==> src/core/drr_pkg.sv <==
// How it works
// - First monitor follows low code byte
// - Upper byte zero shows output frequency
// - Nonzero upper byte selects second monitor
// - Speed display converts frequency monitors
// - Format zero shares reply word
// - Zero reply success, nonzero failure
// - Split format: low frequency, high instruction
// - Successful read instruction loads paired read data
// - Monitors three to six follow codes
// - Fault code low, history number high
// - Fault frequency, current, voltage, time
// - Extended slots reply on execute
// - Word replies zero to three
// - Instruction write while running networked fails
// - Frequency reply 00, 01, 03
// - Instruction reply 00 to 03
package drr_pkg;
  localparam logic [7:0]  DRR_MON_NONE     = 8'h00;
  localparam logic [7:0]  DRR_MON_OUT_FREQ = 8'h01;
  localparam logic [7:0]  DRR_MON_CURRENT  = 8'h02;
  localparam logic [7:0]  DRR_MON_VOLTAGE  = 8'h03;
  localparam logic [7:0]  DRR_MON_SET_FREQ = 8'h05;
  localparam logic [7:0]  DRR_REPLY_OK     = 8'h00;
  localparam logic [7:0]  DRR_REPLY_MODE   = 8'h01;
  localparam logic [7:0]  DRR_REPLY_SELECT = 8'h02;
  localparam logic [7:0]  DRR_REPLY_RANGE  = 8'h03;
  localparam int          DRR_WRITE_BIT    = 7;
  localparam int          DRR_SPEED_DIV    = 6000;
  localparam int          DRR_FAULT_DEPTH  = 8;
  localparam int          DRR_FAULT_AW     = 3;
  localparam int          DRR_EXT_SLOTS    = 5;
  localparam logic [15:0] DRR_RESET_WORD   = 16'h0000;
endpackage

==> src/core/drr_remote_reply.sv <==
`timescale 1ns/1ns
`default_nettype none
module drr_remote_reply
  import drr_pkg::*;
#(
  parameter int SLOTS = DRR_EXT_SLOTS
) (
  input  wire logic                  clk_sys,
  input  wire logic                  resetn,
  input  wire logic                  monitor_command_flag,
  input  wire logic                  freq_write_volatile_flag,
  input  wire logic                  freq_write_nonvolatile_flag,
  input  wire logic                  instruction_execute_flag,
  input  wire logic [15:0]           monitor_code_word,
  input  wire logic [3:0][15:0]      extra_monitor_code,
  input  wire logic [15:0]           instruction_code_word,
  input  wire logic [SLOTS-1:0][15:0] ext_instruction_code,
  input  wire logic [7:0]            fault_history_select,
  input  wire logic [15:0]           speed_display_setting,
  input  wire logic [15:0]           reply_format_setting,
  input  wire logic                  net_mode,
  input  wire logic                  running,
  input  wire logic                  freq_in_range,
  input  wire logic [SLOTS:0]        code_known,
  input  wire logic [SLOTS:0]        data_in_range,
  input  wire logic [SLOTS:0][15:0]  read_value,
  input  wire logic [15:0]           out_freq,
  input  wire logic [15:0]           set_freq,
  input  wire logic [15:0]           out_current,
  input  wire logic [15:0]           out_voltage,
  input  wire logic                  fault_log_valid,
  input  wire logic [7:0]            fault_log_code,
  input  wire logic [15:0]           fault_log_freq,
  input  wire logic [15:0]           fault_log_current,
  input  wire logic [15:0]           fault_log_voltage,
  input  wire logic [15:0]           fault_log_time,
  output logic      [15:0]           first_monitor_value,
  output logic      [15:0]           second_monitor_value,
  output logic      [15:0]           reply_code_word,
  output logic      [15:0]           instruction_read_data,
  output logic      [3:0][15:0]      extra_monitor_value,
  output logic      [15:0]           fault_record_code,
  output logic      [15:0]           fault_record_frequency,
  output logic      [15:0]           fault_record_current,
  output logic      [15:0]           fault_record_voltage,
  output logic      [15:0]           fault_record_energized_time,
  output logic      [SLOTS-1:0][15:0] ext_reply_code,
  output logic      [SLOTS-1:0][15:0] ext_read_data
);
  localparam int FW = 72;

  logic        freq_flag_prev;
  logic        exec_flag_prev;
  logic        freq_event;
  logic        exec_event;
  logic        split_format;
  logic [7:0]  freq_result;
  logic [7:0]  instr_result;
  logic [31:0] out_speed_wide;
  logic [31:0] set_speed_wide;
  logic [15:0] out_freq_shown;
  logic [15:0] set_freq_shown;
  logic [DRR_FAULT_AW-1:0] fault_wr_ptr;
  logic [DRR_FAULT_AW-1:0] fault_rd_addr;
  logic [FW-1:0]           fault_wr_data;
  logic [FW-1:0]           fault_rd_data;
  logic [7:0]              fault_sel_q;
  logic                    fault_sel_valid;

  // ********************************************
  // Request edges
  // ********************************************
  // Flags are levels held by the master; only the rising edge starts a request so a held flag
  // does not keep rewriting the reply.
  always_ff @(posedge clk_sys or negedge resetn) begin
    if (!resetn) begin
      freq_flag_prev <= 1'b0;
      exec_flag_prev <= 1'b0;
    end else begin
      freq_flag_prev <= freq_write_volatile_flag | freq_write_nonvolatile_flag;
      exec_flag_prev <= instruction_execute_flag;
    end
  end

  assign freq_event   = (freq_write_volatile_flag | freq_write_nonvolatile_flag) & ~freq_flag_prev;
  assign exec_event   = instruction_execute_flag & ~exec_flag_prev;
  assign split_format = reply_format_setting != 16'h0000;

  // ********************************************
  // Speed display conversion
  // ********************************************
  // The setting is the machine speed at the reference frequency, so the product is divided back
  // by the reference in hundredths of a hertz.
  assign out_speed_wide = (32'(out_freq) * 32'(speed_display_setting)) / 32'(DRR_SPEED_DIV);
  assign set_speed_wide = (32'(set_freq) * 32'(speed_display_setting)) / 32'(DRR_SPEED_DIV);

  always_comb begin
    if (speed_display_setting != 16'h0000) begin
      out_freq_shown = out_speed_wide[15:0];
      set_freq_shown = set_speed_wide[15:0];
    end else begin
      out_freq_shown = out_freq;
      set_freq_shown = set_freq;
    end
  end

  function automatic logic [15:0] monitor_pick(input logic [7:0] code);
    logic [15:0] value;
    value = 16'h0000;
    unique case (code)
      DRR_MON_OUT_FREQ: value = out_freq_shown;
      DRR_MON_SET_FREQ: value = set_freq_shown;
      DRR_MON_CURRENT:  value = out_current;
      DRR_MON_VOLTAGE:  value = out_voltage;
      default:          value = 16'h0000;
    endcase
    return value;
  endfunction

  // ********************************************
  // Monitor values
  // ********************************************
  always_ff @(posedge clk_sys or negedge resetn) begin
    if (!resetn) begin
      first_monitor_value <= DRR_RESET_WORD;
    end else if (monitor_command_flag) begin
      first_monitor_value <= monitor_pick(monitor_code_word[7:0]);
    end
  end

  always_ff @(posedge clk_sys or negedge resetn) begin
    if (!resetn) begin
      second_monitor_value <= DRR_RESET_WORD;
    end else if (monitor_code_word[15:8] == DRR_MON_NONE) begin
      second_monitor_value <= out_freq_shown;
    end else if (monitor_command_flag) begin
      second_monitor_value <= monitor_pick(monitor_code_word[15:8]);
    end
  end

  for (genvar m = 0; m < 4; m++) begin : g_extra_mon
    always_ff @(posedge clk_sys or negedge resetn) begin
      if (!resetn) begin
        extra_monitor_value[m] <= DRR_RESET_WORD;
      end else if (monitor_command_flag) begin
        extra_monitor_value[m] <= monitor_pick(extra_monitor_code[m][7:0]);
      end
    end
  end

  // ********************************************
  // Frequency setting reply
  // ********************************************
  always_comb begin
    if (!net_mode) begin
      freq_result = DRR_REPLY_MODE;
    end else if (!freq_in_range) begin
      freq_result = DRR_REPLY_RANGE;
    end else begin
      freq_result = DRR_REPLY_OK;
    end
  end

  // ********************************************
  // Instruction slots
  // ********************************************
  drr_reply_slot u_slot_main (
    .clk_sys       (clk_sys),
    .resetn        (resetn),
    .exec          (exec_event),
    .code_word     (instruction_code_word),
    .net_mode      (net_mode),
    .running       (running),
    .code_known    (code_known[0]),
    .data_in_range (data_in_range[0]),
    .read_value    (read_value[0]),
    .result        (instr_result),
    .reply         (),
    .rdata         (instruction_read_data)
  );

  for (genvar s = 0; s < SLOTS; s++) begin : g_ext_slot
    drr_reply_slot u_slot (
      .clk_sys       (clk_sys),
      .resetn        (resetn),
      .exec          (exec_event),
      .code_word     (ext_instruction_code[s]),
      .net_mode      (net_mode),
      .running       (running),
      .code_known    (code_known[s+1]),
      .data_in_range (data_in_range[s+1]),
      .read_value    (read_value[s+1]),
      .result        (),
      .reply         (ext_reply_code[s]),
      .rdata         (ext_read_data[s])
    );
  end

  // ********************************************
  // Shared reply word
  // ********************************************
  // In the full-width format a frequency and an instruction request on the same edge cannot both
  // be shown; the instruction reply is kept.
  always_ff @(posedge clk_sys or negedge resetn) begin
    if (!resetn) begin
      reply_code_word <= DRR_RESET_WORD;
    end else if (split_format) begin
      if (freq_event) begin
        reply_code_word[7:0] <= freq_result;
      end
      if (exec_event) begin
        reply_code_word[15:8] <= instr_result;
      end
    end else if (exec_event) begin
      reply_code_word <= {8'h00, instr_result};
    end else if (freq_event) begin
      reply_code_word <= {8'h00, freq_result};
    end
  end

  // ********************************************
  // Fault history
  // ********************************************
  // Newest entry sits just behind the write pointer, so history number zero is the latest fault.
  always_ff @(posedge clk_sys or negedge resetn) begin
    if (!resetn) begin
      fault_wr_ptr <= '0;
    end else if (fault_log_valid) begin
      fault_wr_ptr <= fault_wr_ptr + 1'b1;
    end
  end

  assign fault_wr_data = {fault_log_code, fault_log_freq, fault_log_current, fault_log_voltage, fault_log_time};
  assign fault_rd_addr = fault_wr_ptr - 1'b1 - fault_history_select[DRR_FAULT_AW-1:0];

  drr_fault_memory #(
    .WIDTH (FW)
  ) u_fault_mem (
    .clk_sys (clk_sys),
    .resetn  (resetn),
    .wr_en   (fault_log_valid),
    .wr_addr (fault_wr_ptr),
    .wr_data (fault_wr_data),
    .rd_addr (fault_rd_addr),
    .rd_data (fault_rd_data)
  );

  always_ff @(posedge clk_sys or negedge resetn) begin
    if (!resetn) begin
      fault_sel_q     <= 8'h00;
      fault_sel_valid <= 1'b0;
    end else begin
      fault_sel_q     <= fault_history_select;
      fault_sel_valid <= fault_history_select < 8'(DRR_FAULT_DEPTH);
    end
  end

  // A history number beyond the stored depth reads back as empty records with the number echoed.
  always_ff @(posedge clk_sys or negedge resetn) begin
    if (!resetn) begin
      fault_record_code           <= DRR_RESET_WORD;
      fault_record_frequency      <= DRR_RESET_WORD;
      fault_record_current        <= DRR_RESET_WORD;
      fault_record_voltage        <= DRR_RESET_WORD;
      fault_record_energized_time <= DRR_RESET_WORD;
    end else if (fault_sel_valid) begin
      fault_record_code           <= {fault_sel_q, fault_rd_data[71:64]};
      fault_record_frequency      <= fault_rd_data[63:48];
      fault_record_current        <= fault_rd_data[47:32];
      fault_record_voltage        <= fault_rd_data[31:16];
      fault_record_energized_time <= fault_rd_data[15:0];
    end else begin
      fault_record_code           <= {fault_sel_q, 8'h00};
      fault_record_frequency      <= DRR_RESET_WORD;
      fault_record_current        <= DRR_RESET_WORD;
      fault_record_voltage        <= DRR_RESET_WORD;
      fault_record_energized_time <= DRR_RESET_WORD;
    end
  end
endmodule
`default_nettype wire

==> src/core/drr_reply_slot.sv <==
`timescale 1ns/1ns
`default_nettype none
module drr_reply_slot
  import drr_pkg::*;
(
  input  wire logic        clk_sys,
  input  wire logic        resetn,
  input  wire logic        exec,
  input  wire logic [15:0] code_word,
  input  wire logic        net_mode,
  input  wire logic        running,
  input  wire logic        code_known,
  input  wire logic        data_in_range,
  input  wire logic [15:0] read_value,
  output logic      [7:0]  result,
  output logic      [15:0] reply,
  output logic      [15:0] rdata
);
  logic is_write;

  assign is_write = code_word[DRR_WRITE_BIT];

  // ********************************************
  // Result code, checks in priority order
  // ********************************************
  always_comb begin
    if (is_write && net_mode && running) begin
      result = DRR_REPLY_MODE;
    end else if (!code_known) begin
      result = DRR_REPLY_SELECT;
    end else if (is_write && !data_in_range) begin
      result = DRR_REPLY_RANGE;
    end else begin
      result = DRR_REPLY_OK;
    end
  end

  always_ff @(posedge clk_sys or negedge resetn) begin
    if (!resetn) begin
      reply <= DRR_RESET_WORD;
    end else if (exec) begin
      reply <= {8'h00, result};
    end
  end

  always_ff @(posedge clk_sys or negedge resetn) begin
    if (!resetn) begin
      rdata <= DRR_RESET_WORD;
    end else if (exec && result == DRR_REPLY_OK && !is_write) begin
      rdata <= read_value;
    end
  end
endmodule
`default_nettype wire

==> src/core/drr_fault_memory.sv <==
`timescale 1ns/1ns
`default_nettype none
module drr_fault_memory
  import drr_pkg::*;
#(
  parameter int WIDTH = 72,
  parameter int DEPTH = DRR_FAULT_DEPTH,
  parameter int AW    = DRR_FAULT_AW
) (
  input  wire logic             clk_sys,
  input  wire logic             resetn,
  input  wire logic             wr_en,
  input  wire logic [AW-1:0]    wr_addr,
  input  wire logic [WIDTH-1:0] wr_data,
  input  wire logic [AW-1:0]    rd_addr,
  output logic      [WIDTH-1:0] rd_data
);
  logic [WIDTH-1:0] mem [DEPTH];

  // Entries are not cleared at reset; unwritten slots read as whatever the array holds.
  always_ff @(posedge clk_sys) begin
    if (wr_en) begin
      mem[wr_addr] <= wr_data;
    end
  end

  always_ff @(posedge clk_sys or negedge resetn) begin
    if (!resetn) begin
      rd_data <= '0;
    end else begin
      rd_data <= mem[rd_addr];
    end
  end
endmodule
`default_nettype wire

==> config.mk <==
export PLATFORM = sky130hd
export DESIGN_NAME = drr_remote_reply
export DESIGN_NICKNAME = d
export VERILOG_FILES = /design/src/core/drr_pkg.sv /design/src/core/drr_remote_reply.sv /design/src/core/drr_reply_slot.sv /design/src/core/drr_fault_memory.sv
export SDC_FILE = /design/constraint.sdc
export NUM_CORES = 2
export LEC_CHECK = 0
export BUFFER_PORTS_ARGS = -buffer_cell sky130_fd_sc_hd__buf_2
export CAP_MARGIN = 20
export CORE_ASPECT_RATIO = 0.9
export CORE_MARGIN = 2
export CORE_UTILIZATION = 65
export CTS_CLUSTER_SIZE = 40
export DETAILED_ROUTE_END_ITERATION = 8
export PLACE_DENSITY = 0.95
export SYNTH_ARGS = -nofsm -noshare
export SYNTH_HDL_FRONTEND = slang
export SYNTH_SLANG_ARGS = --single-unit
==> constraint.sdc <==
create_clock -name clk_sys -period 16.73 [get_ports clk_sys]
set_clock_uncertainty 0.1 [all_clocks]
set_input_delay 0 -clock clk_sys [delete_from_list [all_inputs] [get_ports clk_sys]]
set_output_delay 0 -clock clk_sys [all_outputs]
set_load 0.03 [all_outputs]
==> results of run 1 <==
## per-layer routing
layer,GRT usage [%],overflow
met1,82.4,108
met4,86.8,586
met5,58.8,24
met2,97.1,1035
met3,76.2,142
## cells by family after synthesis
| family | Yosys count |
|---|---|
| AND/OR/NAND/NOR | 1847 |
| AO/OA/AOI/OAI | 1391 |
| flip-flops | 948 |
| buffers and inverters | 850 |
| adder cells (fa/ha/maj) | 631 |
| multiplexers | 481 |
| XOR/XNOR | 241 |
| other | 1 |
## cell usage after synthesis, types with 164 or more instances
cell	number
inv_1	481
ha_1	210
dfrtp_1	372
o21ai_0	164
nor2_1	313
and2_1	380
clkbuf_1	197
fa_1	389
a21oi_1	235
mux2_2	229
nand2_1	547
edfxtp_1	576
## repair_timing
item	4_1_cts
resized for setup	425
setup endpoints to repair	45
gates cloned	3
endpoints found under the hold margin	930
pin swaps	164
hold buffers	541
setup buffers	114
## stage by stage
step	TNS (ns)	setup slack (ns)	cells	area (um^2)	hold WS [ns]
4_1_cts	-91.98	-4.45	10264	96100	0.000783
2_1_floorplan	-81.00	-4.23	6471	72400	-0.396
3_3_place_gp	-125.08	-5.62	9438	84700	0.00685
3_5_place_dp	-167.87	-6.51	9440	84700	0.0237
==> metrics.md, run 1 <==
| Metric | Value |
|---|---|
| Compound-Gate Fraction of Synth Area | 14.9% |
| First-pass GRT wire length | 697000 um |
| Post-Synth XOR/XNOR Area | 3.09% |
| Synth Area in Adders | 15.3% |
| Main combinational cell family by area after synthesis | adder cells |
| Stop Error | [ERROR GRT-0116] Global routing finished with congestion. Check the congestion regions in the DRC Viewer. |
| Mapped Avg Cell Area | 11.0 um^2 |
| Synth unique cells | 155 |
| Ys flop type | edfxtp_1 |
| Site Rows | 114 |
| GRT Total Usage | 85.1% |
| Dpl hpwl | 185000 um |
| Run status | aborted with a tool error |
| Post-Synth Simple-Gate Area | 13.6% |
| Top-area cell type share of the netlist area | 24.6% |
| Post-synthesis cell count | 6390 |
| Yosys top cell by area | edfxtp_1 |
| Largest net degree at the start of global routing | 106 |
| Port bufs | 633 |
| CTS max path bufs | 3 |
| Initial Util | 65.5% |
| Post-synthesis register bit count | 948 |
| Clock sinks | 948 |
| Chip Width | 350 um |
| Htree depth | 3 |
| Number of global-route vias before repair | 96836 |
| Gr ovfl total | 1895 |
| Netlist Area Pre-Place | 0.0702 mm^2 |
| Mux cell area share after synthesis | 9.88% |
| Top post-synthesis cells by area | edfxtp_1 (25%), dfrtp_1 (13%), fa_1 (11%) |
| Fail Step | global routing (5_1_grt) |
| Seq/Total Area, Yosys | 37.9% |
| Post-synth EDFFs | 576 |
| TritonCTS buffer count | 89 |
| Die H | 316 um |
| GPL Wtd Cong | 1.09 |
| Root buffer cell | clkbuf_16 |
| # IOs | 838 |
| Asr flop ratio synth | 39.2% |
| Synth warnings | 0 |
==> run 2, diff against run 1 <==
--- a/config.mk
+++ b/config.mk
@@ -7,12 +7,10 @@
 export LEC_CHECK = 0
 export BUFFER_PORTS_ARGS = -buffer_cell sky130_fd_sc_hd__buf_2
 export CAP_MARGIN = 20
-export CORE_ASPECT_RATIO = 0.9
 export CORE_MARGIN = 2
-export CORE_UTILIZATION = 65
-export CTS_CLUSTER_SIZE = 40
+export CORE_UTILIZATION = 40
 export DETAILED_ROUTE_END_ITERATION = 8
-export PLACE_DENSITY = 0.95
+export PLACE_DENSITY_LB_ADDON = 0.15
 export SYNTH_ARGS = -nofsm -noshare
 export SYNTH_HDL_FRONTEND = slang
 export SYNTH_SLANG_ARGS = --single-unit
==> metrics.md, run 2 <==
| Metric | Value |
|---|---|
| Share of layout cells above drive strength 1 | 39.1% |
| Core area | 0.174 mm^2 |
| Initial antenna violation count | 57 |
| Chip Width | 423 um (+21%) |
| Top post-synthesis cells by area | edfxtp_1 (25%), dfrtp_1 (13%), fa_1 (11%) |
| Critical path's slowest cell | fa_1 |
| Die H | 423 um (+34%) |
| Netlist Area Pre-Place | 0.0702 mm^2 (unchanged) |
| Critical path startpoint | speed_display_setting[6] |
| Routed WL per cell | 20.8 um |
| Fillers | 14605 |
| GRT Total Usage | 26.2% |
| DRC violations left | 0 |
| Dpl hpwl | 173000 um (-6.9%) |
| Worst EP arrival | 21.48 ns |
| Worst flop-to-flop path startpoint | fault_wr_ptr[0]$_DFFE_PN0P_ |
| Final worst slack | -4.26 ns |
| Most common cell in the netlist | edfxtp_1 |
| MaxCap Viol Count | 0 |
| Clock sinks | 948 (unchanged) |
| CP endpoint | extra_monitor_value[32]$_DFFE_PN0P_ |
| Hold path cells | 6 |
| Run status | finished, violations left |
| Later-pin clock latency in the skew report | 0.73 ns |
| Critical path peak fanout | 12 |
| TritonCTS buffer count | 99 (+11%) |
| Largest regs | u_fault_mem.mem: 576 flops, g_ext_slot.u_slot.rdata: 80 flops, u_fault_mem.rd_data: 72 flops |
| Gr ovfl total | 0 |
| Site Rows | 153 (+34%) |
| WP data required | 17.22 ns |
| Number of flip-flops under the largest register name | 576 |
| Final net count | 10165 |
| CP peak stage delay | 0.57 ns |
| Mapped Avg Cell Area | 11.0 um^2 (unchanged) |
| Final setup vio count | 33 |
| Crit path kind | input pin to flop |
| Capturing point of the worst reg2reg path | u_fault_mem.rd_data[7]$_DFF_PN0_ |
| Initial Util | 40.3% (-25 points) |
| Crit share post-route | 125% |
| R2R setup slack | 13.22 ns |
| Setup crit end kind | flop |
| Clock period minus worst slack | 20.99 ns |
| First-pass GRT wire length | 370000 um |
| Post-synthesis cell count | 6390 (unchanged) |
| Most frequent cells in the layout | buf_4 (1543), buf_2 (615), dlygate4sd3_1 (614) |
| GPL Wtd Cong | 0.936 (-14%) |
| Hold Worst Slack | -0.0249 ns |
| Final Core Density | 58.6% |
| Most used cell, CP | buf_4 |
| RSZ-0062 raised after global routing | true |
| CP startpoint kind | input pin |
| Via count | 62223 |
| Final setup TNS | -85.24 ns |
| TritonCTS clock tree | built |
| Post-synth EDFFs | 576 (unchanged) |
| Final hold violation count | 1 |
| Cell family with most CP delay | compound AO/OA/AOI/OAI gates |
| Initial DRC count | 4126 |
| First drt pass iteration count | 8 |
| Die area | 0.179 mm^2 |
| Final wirelength | 241000 um |
| Register clock-pin slew on the reported worst setup and hold paths | 0.06 ns |
| Root buffer cell | clkbuf_16 |
| Max-Slew Margin vs Limit | 19.0% |
| CTS max path bufs | 3 (unchanged) |
| Worst path depth | 100 |
| Commonest non-fill, non-tap cell in the layout | buf_4 |
| Top-area cell type share of the netlist area | 24.6% (unchanged) |
| Drt via density | 5.39 |
| Htree depth | 3 (unchanged) |
| Synth warnings | 0 (unchanged) |
| Post-synthesis register bit count | 948 (unchanged) |
| Pins Over Slew Limit | 0 |
| Fmax | 0.0476 GHz |
| Ys flop type | edfxtp_1 |
| Worst path bufs/invs | 23 |
| Syn-to-layout area delta | 45.4% |
| Asr flop ratio synth | 39.2% (unchanged) |
| Post-synth top cells | edfxtp_1 (576), nand2_1 (547), inv_1 (481) |
| Number of global-route vias before repair | 64207 |
| Seq/Total Area, Yosys | 37.9% (unchanged) |
| Antenna viol nets, final | 0 |
| Failing checks | hold timing, setup timing |
| # IOs | 838 (unchanged) |
| FF-to-FF path depth | 5 |
| Yosys top cell by area | edfxtp_1 |
| Port bufs | 633 (unchanged) |
| Largest Register | u_fault_mem.mem |
| Synth unique cells | 155 (unchanged) |
| Largest net degree at the start of global routing | 145 |
| Worst Hold Class | input pin to flop |
| Worst-margin pin slew | 1.21 ns |
run 2: cell counts after synthesis:
No cell type changed its count.
run 2: worst reg2reg max path, stage by stage, from the launching register on:
cell and delay, ns:
dfrtp_1 0.63, ha_4 0.19, inv_1 0.04, fa_4 1.19, buf_4 0.74, mux2_2 0.50
run 2: how the worst min path moves through the flow:
stage | start | end
floorplan | resetn | exec_flag_prev$_DFF_PN0_
finish | out_freq[6] | second_monitor_value[6]$_DFFE_PN0P_
CTS | fault_log_code[6] | u_fault_mem.mem[7][70]$_DFFE_PP_
global placement | resetn | extra_monitor_value[27]$_DFFE_PN0P_
detailed placement | resetn | extra_monitor_value[27]$_DFFE_PN0P_
global route | out_freq[6] | second_monitor_value[6]$_DFFE_PN0P_
run 2: cell type report:
class                   instances  area [um^2]  area share, %
diodes                         35         87.6         0.0858
clock buffers                 140         2770           2.71
clock inverters                47          783          0.767
inverters                     484         1820           1.78
multi-input cells            4674        44700           43.7
flip-flops and latches        948        26600           26.1
well taps                    2325         2910           2.85
repair buffers               2889        22500           22.0
run 2: stage by stage:
step	hold slack (ns)	area, um^2	cells	setup WS (ns)
floorplan	-0.396	72400	6471	-4.23
global placement	-0.0563	87500	10518	-5.49
detailed placement	-0.0589	87500	10519	-5.66
CTS	0.00387	99200	11403	-4.19
global route	0.00720	102000	11536	-5.25
finish	-0.0249	102000	11542	-4.26
run 2: per-layer routing:
metal	GRT usage (%)	vias up	share of wire, %
li1	-	28693	-
met1	32.4	31078	40
met2	45.4	1834	49
met3	4.38	586	5.6
met4	10.8	32	4.6
met5	0	-	0.085
run 2: logic make-up after synthesis:
kind of cell	count (synthesis)	synth area share, %
xor+xnor	241	3.09
buf+inv	850	5.28
other cells	1	0.00534
compound gates	1391	14.9
simple gates	1847	13.6
fa+ha+maj	631	15.3
mux	481	9.88
flops	948	37.9
run 2: timing repair:
| action | in CTS | in global routing |
|---|---|---|
| endpoints found under the hold margin | 978 | 0 |
| buffers inserted | 82 | 101 |
| hold buffers | 616 | 0 |
| resized for setup | 277 | 379 |
| gates cloned | 1 | 1 |
| pin swaps | 151 | 245 |
| setup endpoints to repair | 37 | 46 |
Power of run 2 is left out: the tool's default activity adds up to more than one toggle a clock period on the data nets, which glitch-free logic cannot reach.
